File: src/rtl/special_input_pkg.sv
// Purpose: Shared constants for the special input counter block
// Assumes: 100 MHz core clock, byte addressed register port
// Notes:   Offsets are word aligned; all timing counts derive from ns figures
package special_input_pkg;

  // Register offsets
  localparam logic [7:0] CTRL_OFS      = 8'h00;
  localparam logic [7:0] PM_EN_OFS     = 8'h04;
  localparam logic [7:0] EDGE_EN_OFS   = 8'h08;
  localparam logic [7:0] EDGE_POL_OFS  = 8'h0c;
  localparam logic [7:0] STATUS_OFS    = 8'h10;
  localparam logic [7:0] TARGET0_OFS   = 8'h14;
  localparam logic [7:0] TARGET1_OFS   = 8'h18;
  localparam logic [7:0] COUNT0_OFS    = 8'h1c;
  localparam logic [7:0] COUNT1_OFS    = 8'h20;
  localparam logic [7:0] WIDTH0_OFS    = 8'h24;
  localparam logic [7:0] WIDTH1_OFS    = 8'h28;
  localparam logic [7:0] FREQ0_OFS     = 8'h2c;
  localparam logic [7:0] FREQ1_OFS     = 8'h30;
  localparam logic [7:0] PINS_OFS      = 8'h34;

  // Field positions in the control register
  localparam int CTRL_MODE_LSB   = 0;
  localparam int CTRL_CNT_EN_LSB = 2;
  // Field positions in the status register
  localparam int STAT_MATCH_LSB  = 0;
  localparam int STAT_EDGE_LSB   = 2;

  // Reset values
  localparam logic [1:0] DECODE_MODE_RST = 2'h0;
  localparam logic [1:0] CNT_EN_RST      = 2'h0;
  localparam logic [1:0] PM_EN_RST       = 2'h0;
  localparam logic [4:0] EDGE_EN_RST     = 5'h00;
  localparam logic [4:0] EDGE_POL_RST    = 5'h1f;

  // Timing
  localparam int CLK_PERIOD_NS = 10;
  localparam int MICROSEC_NS   = 1000;
  localparam int US_CYCLES     = MICROSEC_NS / CLK_PERIOD_NS;
  localparam int FREQ_GATE_MS  = 1000;
  localparam int FREQ_GATE_CYCLES = (FREQ_GATE_MS * 1000) / CLK_PERIOD_NS * 1000;

  // Quadrature step decode result
  typedef enum logic [1:0]
  {
    STEP_NONE = 2'b00,
    STEP_UP   = 2'b10,
    STEP_DOWN = 2'b11
  } quad_step_t;

endpackage : special_input_pkg

File: src/rtl/special_input_counters.sv
// Purpose: Two quadrature counters, five edge event inputs, two pulse meters
// Assumes: Pins 3..7 arrive asynchronously; registers on a plain strobe port
// Notes:   Read data appear one cycle after the read strobe; no wait states
`timescale 1ns/10ps
`default_nettype none

// Overview of operation
// Two independent up/down counters, fed by inputs 3/4 and 5/6.
// Channel one counts up once per pulse when input 3 leads input 4.
// Channel one counts down once per pulse when input 3 lags input 4.
// Simple mode: input 4 off, pulses on input 3 count up.
// Simple mode: input 3 off, pulses on input 4 count down.
// Channel two decodes inputs 5 and 6 exactly like channel one.
// Each counter has a reloadable target; reaching it requests the custom handler.
// Encoder pulse rate stays below 10 kHz or 4 kHz per variant.
// Enhanced mode checks both phases and suppresses jitter counts at edges.
// Two-bit mode: 0 simple, 1 enhanced ch1, 2 enhanced ch2, 3 both.
// Inputs 3 to 7 are individually enabled as edge event inputs.
// Each event input triggers on rising or falling edge, selectable.
// Selected edge immediately requests its handler; level need not persist.
// Inputs 3 and 4 measure pulse width in us and frequency in Hz.
// Signals on pulse measurement inputs stay below 10,000 Hz.
// Pin never both counter and pulse meter; last configuration wins.
// Every special input is synchronised before edge or quadrature logic.
module special_input_counters #(
  parameter int CNT_W       = 32,
  parameter int MEAS_W      = 32,
  parameter int GATE_CYCLES = special_input_pkg::FREQ_GATE_CYCLES
) (
  input  wire logic              core_clk_i,
  input  wire logic              rst_i,
  input  wire logic [4:0]        pin_i,
  input  wire logic [7:0]        addr_i,
  input  wire logic [31:0]       wr_data_i,
  input  wire logic              wr_i,
  input  wire logic              rd_i,
  output logic      [31:0]       rd_data_o,
  output logic      [1:0]        match_req_o,
  output logic      [4:0]        edge_req_o
);

  // Quadrature step from previous and present {A,B}
  function automatic special_input_pkg::quad_step_t quad_step(input logic [1:0] prev,
                                                             input logic [1:0] cur);
    case ({prev, cur})
      4'b0010, 4'b1011, 4'b1101, 4'b0100: quad_step = special_input_pkg::STEP_UP;
      4'b0001, 4'b0111, 4'b1110, 4'b1000: quad_step = special_input_pkg::STEP_DOWN;
      default:                            quad_step = special_input_pkg::STEP_NONE;
    endcase
  endfunction : quad_step

  // Input synchroniser stages and filtered levels
  logic [4:0] sync1_reg;
  logic [4:0] sync2_reg;
  logic [4:0] sync3_reg;
  logic [4:0] filt_reg;
  logic [4:0] filt_prev_reg;
  logic [4:0] filt_next;
  logic [4:0] rise;
  logic [4:0] fall;
  logic [4:0] edge_hit;

  // Configuration and status
  logic [1:0] mode_reg;
  logic [1:0] cnt_en_reg;
  logic [1:0] cnt_en_next;
  logic [1:0] pm_en_reg;
  logic [1:0] pm_en_next;
  logic [4:0] edge_en_reg;
  logic [4:0] edge_pol_reg;
  logic [1:0] match_sts_reg;
  logic [4:0] edge_sts_reg;
  logic [1:0] match_req_reg;
  logic [4:0] edge_req_reg;
  logic [31:0] rd_data_reg;
  logic [31:0] rd_mux;

  // Per channel results
  logic [CNT_W-1:0]  count_reg  [2];
  logic [CNT_W-1:0]  target_reg [2];
  logic [MEAS_W-1:0] width_reg  [2];
  logic [MEAS_W-1:0] freq_reg   [2];
  logic [1:0]        match_hit;

  // Bus write decode
  wire wr_ctrl   = wr_i && (addr_i == special_input_pkg::CTRL_OFS);
  wire wr_pm     = wr_i && (addr_i == special_input_pkg::PM_EN_OFS);
  wire wr_een    = wr_i && (addr_i == special_input_pkg::EDGE_EN_OFS);
  wire wr_epol   = wr_i && (addr_i == special_input_pkg::EDGE_POL_OFS);
  wire wr_status = wr_i && (addr_i == special_input_pkg::STATUS_OFS);
  wire [1:0] wr_target = {wr_i && (addr_i == special_input_pkg::TARGET1_OFS),
                          wr_i && (addr_i == special_input_pkg::TARGET0_OFS)};
  wire [1:0] wr_count  = {wr_i && (addr_i == special_input_pkg::COUNT1_OFS),
                          wr_i && (addr_i == special_input_pkg::COUNT0_OFS)};

  // A level change counts only once stages two and three agree
  assign filt_next = (sync2_reg & sync3_reg) | (filt_reg & (sync2_reg | sync3_reg));
  assign rise      = filt_reg & ~filt_prev_reg;
  assign fall      = ~filt_reg & filt_prev_reg;
  // Selected edge on an enabled event input, shared by request and status
  assign edge_hit  = edge_en_reg & ((rise & edge_pol_reg) | (fall & ~edge_pol_reg));

  // Three-stage pin synchroniser
  always_ff @(posedge core_clk_i)
  begin
    if (rst_i)
    begin
      sync1_reg     <= 5'h00;
      sync2_reg     <= 5'h00;
      sync3_reg     <= 5'h00;
      filt_reg      <= 5'h00;
      filt_prev_reg <= 5'h00;
    end
    else
    begin
      sync1_reg     <= pin_i;
      sync2_reg     <= sync1_reg;
      sync3_reg     <= sync2_reg;
      filt_reg      <= filt_next;
      filt_prev_reg <= filt_reg;
    end
  end

  // Whichever function was configured last owns pins 3 and 4
  assign cnt_en_next = wr_ctrl ? wr_data_i[special_input_pkg::CTRL_CNT_EN_LSB +: 2]
                               : {cnt_en_reg[1], cnt_en_reg[0] & ~(wr_pm & (|wr_data_i[1:0]))};
  assign pm_en_next  = wr_pm ? wr_data_i[1:0]
                             : (pm_en_reg & {2{~(wr_ctrl
                                 & wr_data_i[special_input_pkg::CTRL_CNT_EN_LSB])}});

  // Configuration registers
  always_ff @(posedge core_clk_i)
  begin
    if (rst_i)
    begin
      mode_reg     <= special_input_pkg::DECODE_MODE_RST;
      cnt_en_reg   <= special_input_pkg::CNT_EN_RST;
      pm_en_reg    <= special_input_pkg::PM_EN_RST;
      edge_en_reg  <= special_input_pkg::EDGE_EN_RST;
      edge_pol_reg <= special_input_pkg::EDGE_POL_RST;
    end
    else
    begin
      if (wr_ctrl)
        mode_reg <= wr_data_i[special_input_pkg::CTRL_MODE_LSB +: 2];
      cnt_en_reg <= cnt_en_next;
      pm_en_reg  <= pm_en_next;
      if (wr_een)
        edge_en_reg <= wr_data_i[4:0];
      if (wr_epol)
        edge_pol_reg <= wr_data_i[4:0];
    end
  end

  // Microsecond tick and frequency gate window
  localparam logic [6:0] US_LAST = 7'(special_input_pkg::US_CYCLES - 1);
  logic [6:0]  us_div_reg;
  logic        us_tick_reg;
  logic [31:0] gate_cnt_reg;
  logic        gate_end_reg;

  always_ff @(posedge core_clk_i)
  begin
    if (rst_i)
    begin
      us_div_reg   <= 7'h00;
      us_tick_reg  <= 1'b0;
      gate_cnt_reg <= 32'h0;
      gate_end_reg <= 1'b0;
    end
    else
    begin
      us_tick_reg  <= (us_div_reg == US_LAST);
      us_div_reg   <= (us_div_reg == US_LAST) ? 7'h00 : us_div_reg + 7'h01;
      gate_end_reg <= (gate_cnt_reg == 32'(GATE_CYCLES - 1));
      gate_cnt_reg <= (gate_cnt_reg == 32'(GATE_CYCLES - 1)) ? 32'h0 : gate_cnt_reg + 32'h1;
    end
  end

  // Counter and pulse meter channels
  for (genvar c = 0; c < 2; c++)
  begin : g_chan
    logic [1:0]       ab;
    logic [1:0]       sub_reg;
    logic [1:0]       ab_prev_reg;
    logic             enhanced;
    logic             simple_up;
    logic             simple_dn;
    logic             enh_up;
    logic             enh_dn;
    logic             cnt_up;
    logic             cnt_dn;
    logic [CNT_W-1:0] count_next;
    special_input_pkg::quad_step_t step;
    logic [MEAS_W-1:0] hi_us_reg;
    logic [MEAS_W-1:0] edges_reg;

    assign ab        = {filt_reg[2*c], filt_reg[2*c+1]};
    assign enhanced  = mode_reg[c];
    assign step      = quad_step(ab_prev_reg, ab);
    // Simple decode counts edges only, so one phase alone still counts
    assign simple_up = rise[2*c] & ~filt_reg[2*c+1];
    assign simple_dn = rise[2*c+1] & ~filt_reg[2*c];
    // Enhanced decode: jitter back and forth cancels within one cycle
    assign enh_up    = (step == special_input_pkg::STEP_UP) && (sub_reg == 2'h3);
    assign enh_dn    = (step == special_input_pkg::STEP_DOWN) && (sub_reg == 2'h0);
    assign cnt_up    = cnt_en_reg[c] & (enhanced ? enh_up : simple_up);
    assign cnt_dn    = cnt_en_reg[c] & (enhanced ? enh_dn : simple_dn);
    assign count_next = cnt_up ? count_reg[c] + 1'b1
                      : cnt_dn ? count_reg[c] - 1'b1 : count_reg[c];
    assign match_hit[c] = (cnt_up | cnt_dn) && (count_next == target_reg[c]);

    // Position counter, phase tracker and reloadable target
    always_ff @(posedge core_clk_i)
    begin
      if (rst_i)
      begin
        count_reg[c]  <= '0;
        target_reg[c] <= '0;
        sub_reg       <= 2'h0;
        ab_prev_reg   <= 2'h0;
      end
      else
      begin
        ab_prev_reg <= ab;
        if (step == special_input_pkg::STEP_UP)
          sub_reg <= sub_reg + 2'h1;
        else if (step == special_input_pkg::STEP_DOWN)
          sub_reg <= sub_reg - 2'h1;
        count_reg[c] <= wr_count[c] ? wr_data_i[CNT_W-1:0] : count_next;
        if (wr_target[c])
          target_reg[c] <= wr_data_i[CNT_W-1:0];
      end
    end

    // High time in us and edges per one second window
    always_ff @(posedge core_clk_i)
    begin
      if (rst_i)
      begin
        hi_us_reg    <= '0;
        edges_reg    <= '0;
        width_reg[c] <= '0;
        freq_reg[c]  <= '0;
      end
      else if (!pm_en_reg[c])
      begin
        hi_us_reg <= '0;
        edges_reg <= '0;
      end
      else
      begin
        if (rise[c])
          hi_us_reg <= '0;
        else if (filt_reg[c] && us_tick_reg && !(&hi_us_reg))
          hi_us_reg <= hi_us_reg + 1'b1; // Saturates on very slow inputs
        if (fall[c])
          width_reg[c] <= hi_us_reg;
        if (gate_end_reg)
        begin
          freq_reg[c] <= edges_reg;
          edges_reg   <= {{(MEAS_W-1){1'b0}}, rise[c]};
        end
        else if (rise[c])
          edges_reg <= edges_reg + 1'b1;
      end
    end
  end

  // Sticky status; a new event beats a clear in the same cycle
  always_ff @(posedge core_clk_i)
  begin
    if (rst_i)
    begin
      match_sts_reg <= 2'h0;
      edge_sts_reg  <= 5'h00;
      match_req_reg <= 2'h0;
      edge_req_reg  <= 5'h00;
    end
    else
    begin
      match_req_reg <= match_hit;
      edge_req_reg  <= edge_hit;
      match_sts_reg <= match_hit | (match_sts_reg
                     & ~({2{wr_status}} & wr_data_i[special_input_pkg::STAT_MATCH_LSB +: 2]));
      edge_sts_reg  <= edge_hit
                     | (edge_sts_reg
                     & ~({5{wr_status}} & wr_data_i[special_input_pkg::STAT_EDGE_LSB +: 5]));
    end
  end

  // Read selection; unmapped offsets read as zero
  always_comb
  begin
    rd_mux = 32'h0;
    case (addr_i)
      special_input_pkg::CTRL_OFS:     rd_mux = {28'h0, cnt_en_reg, mode_reg};
      special_input_pkg::PM_EN_OFS:    rd_mux = {30'h0, pm_en_reg};
      special_input_pkg::EDGE_EN_OFS:  rd_mux = {27'h0, edge_en_reg};
      special_input_pkg::EDGE_POL_OFS: rd_mux = {27'h0, edge_pol_reg};
      special_input_pkg::STATUS_OFS:   rd_mux = {25'h0, edge_sts_reg, match_sts_reg};
      special_input_pkg::TARGET0_OFS:  rd_mux = 32'(target_reg[0]);
      special_input_pkg::TARGET1_OFS:  rd_mux = 32'(target_reg[1]);
      special_input_pkg::COUNT0_OFS:   rd_mux = 32'(count_reg[0]);
      special_input_pkg::COUNT1_OFS:   rd_mux = 32'(count_reg[1]);
      special_input_pkg::WIDTH0_OFS:   rd_mux = 32'(width_reg[0]);
      special_input_pkg::WIDTH1_OFS:   rd_mux = 32'(width_reg[1]);
      special_input_pkg::FREQ0_OFS:    rd_mux = 32'(freq_reg[0]);
      special_input_pkg::FREQ1_OFS:    rd_mux = 32'(freq_reg[1]);
      special_input_pkg::PINS_OFS:     rd_mux = {27'h0, filt_reg};
      default:                         rd_mux = 32'h0;
    endcase
  end

  // Read data stand only in the cycle after the strobe
  always_ff @(posedge core_clk_i)
  begin
    if (rst_i)
      rd_data_reg <= 32'h0;
    else
      rd_data_reg <= rd_i ? rd_mux : 32'h0;
  end

  assign rd_data_o   = rd_data_reg;
  assign match_req_o = match_req_reg;
  assign edge_req_o  = edge_req_reg;

endmodule : special_input_counters

`default_nettype wire

File: config.mk
export PLATFORM = sky130hd
export DESIGN_NAME = special_input_counters
export DESIGN_NICKNAME = d
export VERILOG_FILES = /design/src/rtl/special_input_pkg.sv /design/src/rtl/special_input_counters.sv
export SDC_FILE = /design/constraint.sdc
export NUM_CORES = 1
export LEC_CHECK = 0
export BUFFER_PORTS_ARGS = -buffer_cell sky130_fd_sc_hd__buf_2
export CORE_ASPECT_RATIO = 0.5
export CORE_UTILIZATION = 50
export CTS_CLUSTER_DIAMETER = 60
export DETAILED_ROUTE_END_ITERATION = 8
export PLACE_DENSITY = 0.63
export SLEW_MARGIN = 0
export SYNTH_ARGS = -nofsm -noshare
export SYNTH_HDL_FRONTEND = slang
export SYNTH_SLANG_ARGS = --single-unit
File: constraint.sdc
create_clock -name core_clk_i -period 9.6 [get_ports core_clk_i]
set_input_delay 1.92 -clock core_clk_i [delete_from_list [all_inputs] [get_ports core_clk_i]]
set_output_delay 1.92 -clock core_clk_i [all_outputs]
set_load 0.02 [all_outputs]
======== After elaboration in Yosys (flattened, before gate mapping) ========
Memory sizes are Yosys's and may differ from the RTL's. A register that Yosys moved wholly into a read port is not among the register bits.
Cells that the tools add are included.
storage, ports and cells
  register bits after elaboration ......... 260
  latch bits .............................. 0
  memory bits (writable) .................. 256
  ROM bits ................................ 64
  output and inout port bits .............. 39
  memories kept ........................... 6
memories
  memory            depth  bits a word  rd ports  clocked after memory_dff  wr ports  RTL line                      source
  count_reg         2      32           2         0                         2         special_input_counters.sv:79  logic [CNT_W-1:0] count_reg [2];
  freq_reg          2      32           2         0                         2         special_input_counters.sv:82  logic [MEAS_W-1:0] freq_reg [2];
  target_reg        2      32           2         0                         2         special_input_counters.sv:80  logic [CNT_W-1:0] target_reg [2];
  width_reg         2      32           2         0                         2         special_input_counters.sv:81  logic [MEAS_W-1:0] width_reg [2];
  (name not given)  16     2            1         1                         0         special_input_counters.sv:45  case ({prev, cur})
  (name not given)  16     2            1         1                         0         special_input_counters.sv:45
operators by class
  add/sub/neg operators ................... 14
  multipliers ............................. 0
  div/mod/pow operators ................... 0
  $lt $le $gt $ge ......................... 0
  eq/ne operators ......................... 23
  shifts and indexed selects .............. 0
  multiplexer cells ....................... 55
  bitwise gates (word level) .............. 52
  reductions and logical operators ........ 40
operators with widths
  operator                                                               number
  32-bit two-way mux                                                     14
  32-bit case mux with 14 select lines                                   1
  32-bit by 1-bit adder with 32-bit output (second input constant)       7
  32-bit == test                                                         2
  32-bit AND reduction                                                   2
  32-bit by 1-bit subtractor with 32-bit output (second input constant)  2
  8-bit by 6-bit == test with 1-bit output (second input constant)       6
  5-bit AND                                                              9
  1-bit two-way mux                                                      33
  32-bit by 27-bit == test with 1-bit output (second input constant)     1
  8-bit by 5-bit == test with 1-bit output (second input constant)       4
  5-bit NOT                                                              4
  5-bit OR                                                               4
  1-bit logical AND                                                      19
  8-bit by 4-bit == test with 1-bit output (second input constant)       2
  2-bit == test (second input constant)                                  6
  2-bit OR reduction                                                     6
  3-bit OR reduction                                                     4
  1-bit AND                                                              11
  2-bit two-way mux                                                      5
  1-bit OR                                                               10
  1-bit NOT                                                              9
  8-bit by 3-bit == test with 1-bit output (second input constant)       1
  8-bit logical NOT                                                      1
  other kinds (11)                                                       21

======== Logic depth before layout (Yosys ltp) ========
  depth after elaboration ................. 10
  depth in mapped cells ................... 12

======== Worst setup path before layout ========
No wires, ideal clock.
  kind .................................... input port to flip-flop
  from .................................... input port rst_i
  to ...................................... memory width_reg[1][0] (enable)
  setup time .............................. 0.658 ns
  data arrival time ....................... 3.580 ns
  slack ................................... 5.362 ns
  stages .................................. 4
  cells stage by stage .................... inv_1 -> clkbuf_1 -> clkbuf_1 -> o21ai_0
RTL lines
  what                RTL line                      source
  start: declaration  special_input_counters.sv:31  input wire logic rst_i,
  end: declaration    special_input_counters.sv:81

======== Final worst setup path ========
  from .................................... register filt_reg[1]
  to ...................................... register match_sts_reg[0]
on the way
  word-level cells in the longest chain between the ends .. 9
  elaborated cells between the ends (all ways) .. 14
  classes of those cells .................. eq/ne: 1; mux: 4; bitwise: 8; reduce/logical: 1
RTL lines
  what                      RTL line                       source
  start: declaration        special_input_counters.sv:56   logic [4:0] filt_reg;
  start signal: assignment  special_input_counters.sv:119  filt_reg <= filt_next;
  5-bit AND                 special_input_counters.sv:98   assign rise = filt_reg & ~filt_prev_reg;
  1-bit AND                 special_input_counters.sv:203  assign simple_dn = rise[2*c+1] & ~filt_reg[2*c];
  1-bit two-way mux         special_input_counters.sv:208  assign cnt_dn = cnt_en_reg[c] & (enhanced ? enh_dn : simple_dn);
  1-bit AND                 special_input_counters.sv:208
  32-bit two-way mux        special_input_counters.sv:210  : cnt_dn ? count_reg[c] - 1'b1 : count_reg[c];
  32-bit two-way mux        special_input_counters.sv:209  assign count_next = cnt_up ? count_reg[c] + 1'b1
  32-bit == test            special_input_counters.sv:211  assign match_hit[c] = (cnt_up | cnt_dn) && (count_next == target_reg[c]);
  1-bit logical AND *       special_input_counters.sv:211
  2-bit OR *                special_input_counters.sv:284  match_sts_reg <= match_hit | (match_sts_reg
  end signal: assignment    special_input_counters.sv:284
  end: declaration          special_input_counters.sv:71   logic [1:0] match_sts_reg;
Mark *: on every way between the ends. The rest lies on a longest branch, timed or not.
A chain may end at the register's enable or synchronous reset.

==> key figures <==
Status
  – Outcome: completed

Synth
  – EDFF count, synth: 192
  – Synth top cells by count: dfxtp_1, nor2_1, nand2_1
  – Post-synth top area cell: dfxtp_1
  – Sequential share of the synthesized area: 48.4%
  – Most common cell in the netlist: dfxtp_1
  – Synth top area share: 25.8%
  – Netlist cell types: 85
  – Cell Area, Synth: 0.0255 mm²
  – Synth area leaders: dfxtp_1, edfxtp_1, xor2_1
  – Synth warnings: 0
  – Syn Inst Count: 2668
  – Syn_area_per_cell: 9.55 µm²
  – Syn nets: 2735
  – Top FF cell, synth: dfxtp_1
  – Yosys reg bits: 520
  – Synth async-reset ratio: 0%

Clock tree
  – CTS tree: yes
  – Htree depth: 2
  – Post_cts resized: 0
  – Clock Pin Slew Worst Setup and Hold Paths: 0.07 ns
  – Clock tree buffer depth: 3
  – Skew-Pair Late Insertion Delay: 0.61 ns
  – Post-CTS Hold Buffers: 0
  – Num CTS Buffers: 49
  – Setup bufs post-CTS: 0
  – Root buffer cell: clkbuf_16
  – Clock sink total: 520

Power and ir drop
  – Comb pwr share: 2.8%
  – Sw frac: 23.4%
  – Sequential group share of total power: 52.8%
  – Power density cells: 162 mW/mm²
  – Design Power: 4530 µW
  – Int Pwr: 3470 µW
  – Max VDD drop: 0.137 mV
  – Leakage: 0.00955 µW
  – Clock Power Share: 44.5%
  – NetSw: 1060 µW

Setup path
  – Worst path required time: 10.15 ns
  – Crit-path max FO: 11
  – Critical Path Start: filt_reg[1]
  – Critical Path Sink: match_sts_reg[0]
  – Startpoint type of the worst setup path: register
  – Crit Path Category: reg -> reg
  – Reg-to-Reg Start: filt_reg[1]
  – Capturing point of the worst reg2reg path: match_sts_reg[0]
  – CP Data Arrival Time: 4.74 ns
  – Crit. End Element: register
  – R2R setup slack: 5.41 ns
  – Worst R2R Path Depth: 10

Place
  – Placer Congestion: 1.04
  – Dpl ws: 5.22 ns
  – IO Port Bufs: 87
  – Dpl hpwl: 62500 µm

Timing
  – Final Critical Period: 4.19 ns
  – Final Setup Violations: 0
  – RSZ-0062 raised after global routing: no
  – Relative slew slack: 19.1%
  – Min setup slack post-route: 5.41 ns
  – Fmax: 0.239 GHz
  – Fin. Hold Viols: 0
  – Final setup TNS: 0 ns
  – Max Slew Vio Count: 0
  – Worst clock skew: 0.0225 ns
  – Final worst path period share: 43.6%
  – Worst-Margin Slew: 1.21 ns

Drt
  – Final wirelength: 84100 µm
  – Via count: 20800
  – Routed length per instance: 24.8 µm
  – Routed Antenna Nets: 0
  – 1st-iter DRT viols: 2860
  – Vias per inst: 6.14
  – # DRC: 0
  – Drt pass-1 iters: 7

Floorplanning
  – Initial Utilization: 50.7%
  – Area of the die: 0.0519 mm²
  – # rows: 58
  – Die width: 321 µm
  – Core ar.: 0.0503 mm²
  – Boundary Pins: 88
  – DIE HEIGHT: 162 µm

Global route
  – Largest net degree at the start of global routing: 71
  – Global-route wire length before repair: 123000 µm
  – Grt total ovfl: 0
  – Vias in the first global route: 18600
  – Initial antenna violation count: 1
  – Global-route usage over all layers: 31.9%

Layout
  – Area grow syn2layout: 9.88%
  – Fillers: 4514
  – Layout Utilization: 55.7%
  – Final nets: 2729
  – N_diodes: 0
  – Share of layout cells above drive strength 1: 8.92%

Run
  – Max Cap Viol: 0

Min path
  – Worst Hold Class: reg -> reg
-- layer usage --
metal / vias to the layer above / global-route usage, % / share of wire [%]
met3: 96 / 10.9 / 14
met5: - / 0 / 0
li1: 9575 / - / -
met4: 0 / 6.56 / 1.9
met2: 1042 / 42.3 / 39
met1: 10100 / 49.1 / 45
-- worst min path at each step --
stage / start / end / cells past startpoint / slack, ns
final: sync1_reg[1] / sync2_reg[1] / 1 / 0.43
after global routing: sync1_reg[1] / sync2_reg[1] / 1 / 0.45
after CTS: sync1_reg[1] / sync2_reg[1] / 1 / 0.44
after detailed placement: sync1_reg[1] / sync2_reg[1] / 1 / 0.42
after global placement: sync1_reg[0] / sync2_reg[0] / 1 / 0.42
after floorplan: us_div_reg[0] / us_div_reg[0] / 1 / 0.41
-- critical path: stages (launching register included) --
cell	delay [ns]
dfxtp_1	0.61
nor4b_1	0.35
buf_4	0.25
o21ba_1	0.34
nor3_1	0.67
a32oi_1	0.32
xnor3_1	0.27
o21bai_1	0.16
or4_1	0.61
nor4_2	0.40
a31o_1	0.14
-- cell type report --
cell class	instances	area, µm²	area share (%)
Tap cell	690	863	3.08
Timing Repair Buffer	121	693	2.48
Inverter	30	113	0.402
Multi-Input combinational cell	1940	12400	44.2
Clock inverter	18	254	0.907
Sequential cell	520	12300	44.0
Clock buffer	74	1380	4.93
-- placed cells by master (no fill, tap or decap), types with 17 or more instances in the layout --
cell         n
a21oi_1    104
a22oi_1    123
a41oi_1     27
and2_1     147
and3_1     115
and4_1      21
buf_2       86
buf_4       35
clkbuf_1    20
clkbuf_16   50
dfxtp_1    327
edfxtp_1   192
ha_1        18
inv_1       30
nand2_1    250
nand2b_1    18
nand3_1    111
nand4_1     64
nor2_1     245
nor2b_1     28
nor3_1      67
nor4_1      35
o21ai_0     41
or3_1       37
xnor2_1    131
xnor3_1     17
xor2_1     132
-- power groups by stage --
stage                     Sequential (µW)  Clock, µW  Combinational (µW)
after floorplan                      2390          0                75.0
after global placement               2430          0                 124
after detailed placement             2430          0                 123
after CTS                            2380       2030                 124
after global routing                 2390       2130                 133
final                                2390       2010                 126
-- logic make-up (layout without fill, tap and decap cells) --
logic type / Yosys count / after routing / share of synthesized area [%]
fa+ha+maj: 18 / 18 / 0.884
mux: 12 / 12 / 0.481
buf+inv: 208 / 243 / 3.22
flops: 520 / 520 / 48.4
compound gates: 426 / 426 / 11.8
xor+xnor: 281 / 281 / 10.6
simple gates: 1203 / 1203 / 24.6
-- through the flow --
stage                     instance area [µm²]  hold WS [ns]  std cells
after floorplan                         25500         0.413       2668
after global placement                  26400         0.417       3301
after detailed placement                26400         0.422       3301
after CTS                               28000         0.438       3393
after global routing                    28000         0.449       3393
final                                   28000         0.434       3393
Power figures use the tool's default switching activity.
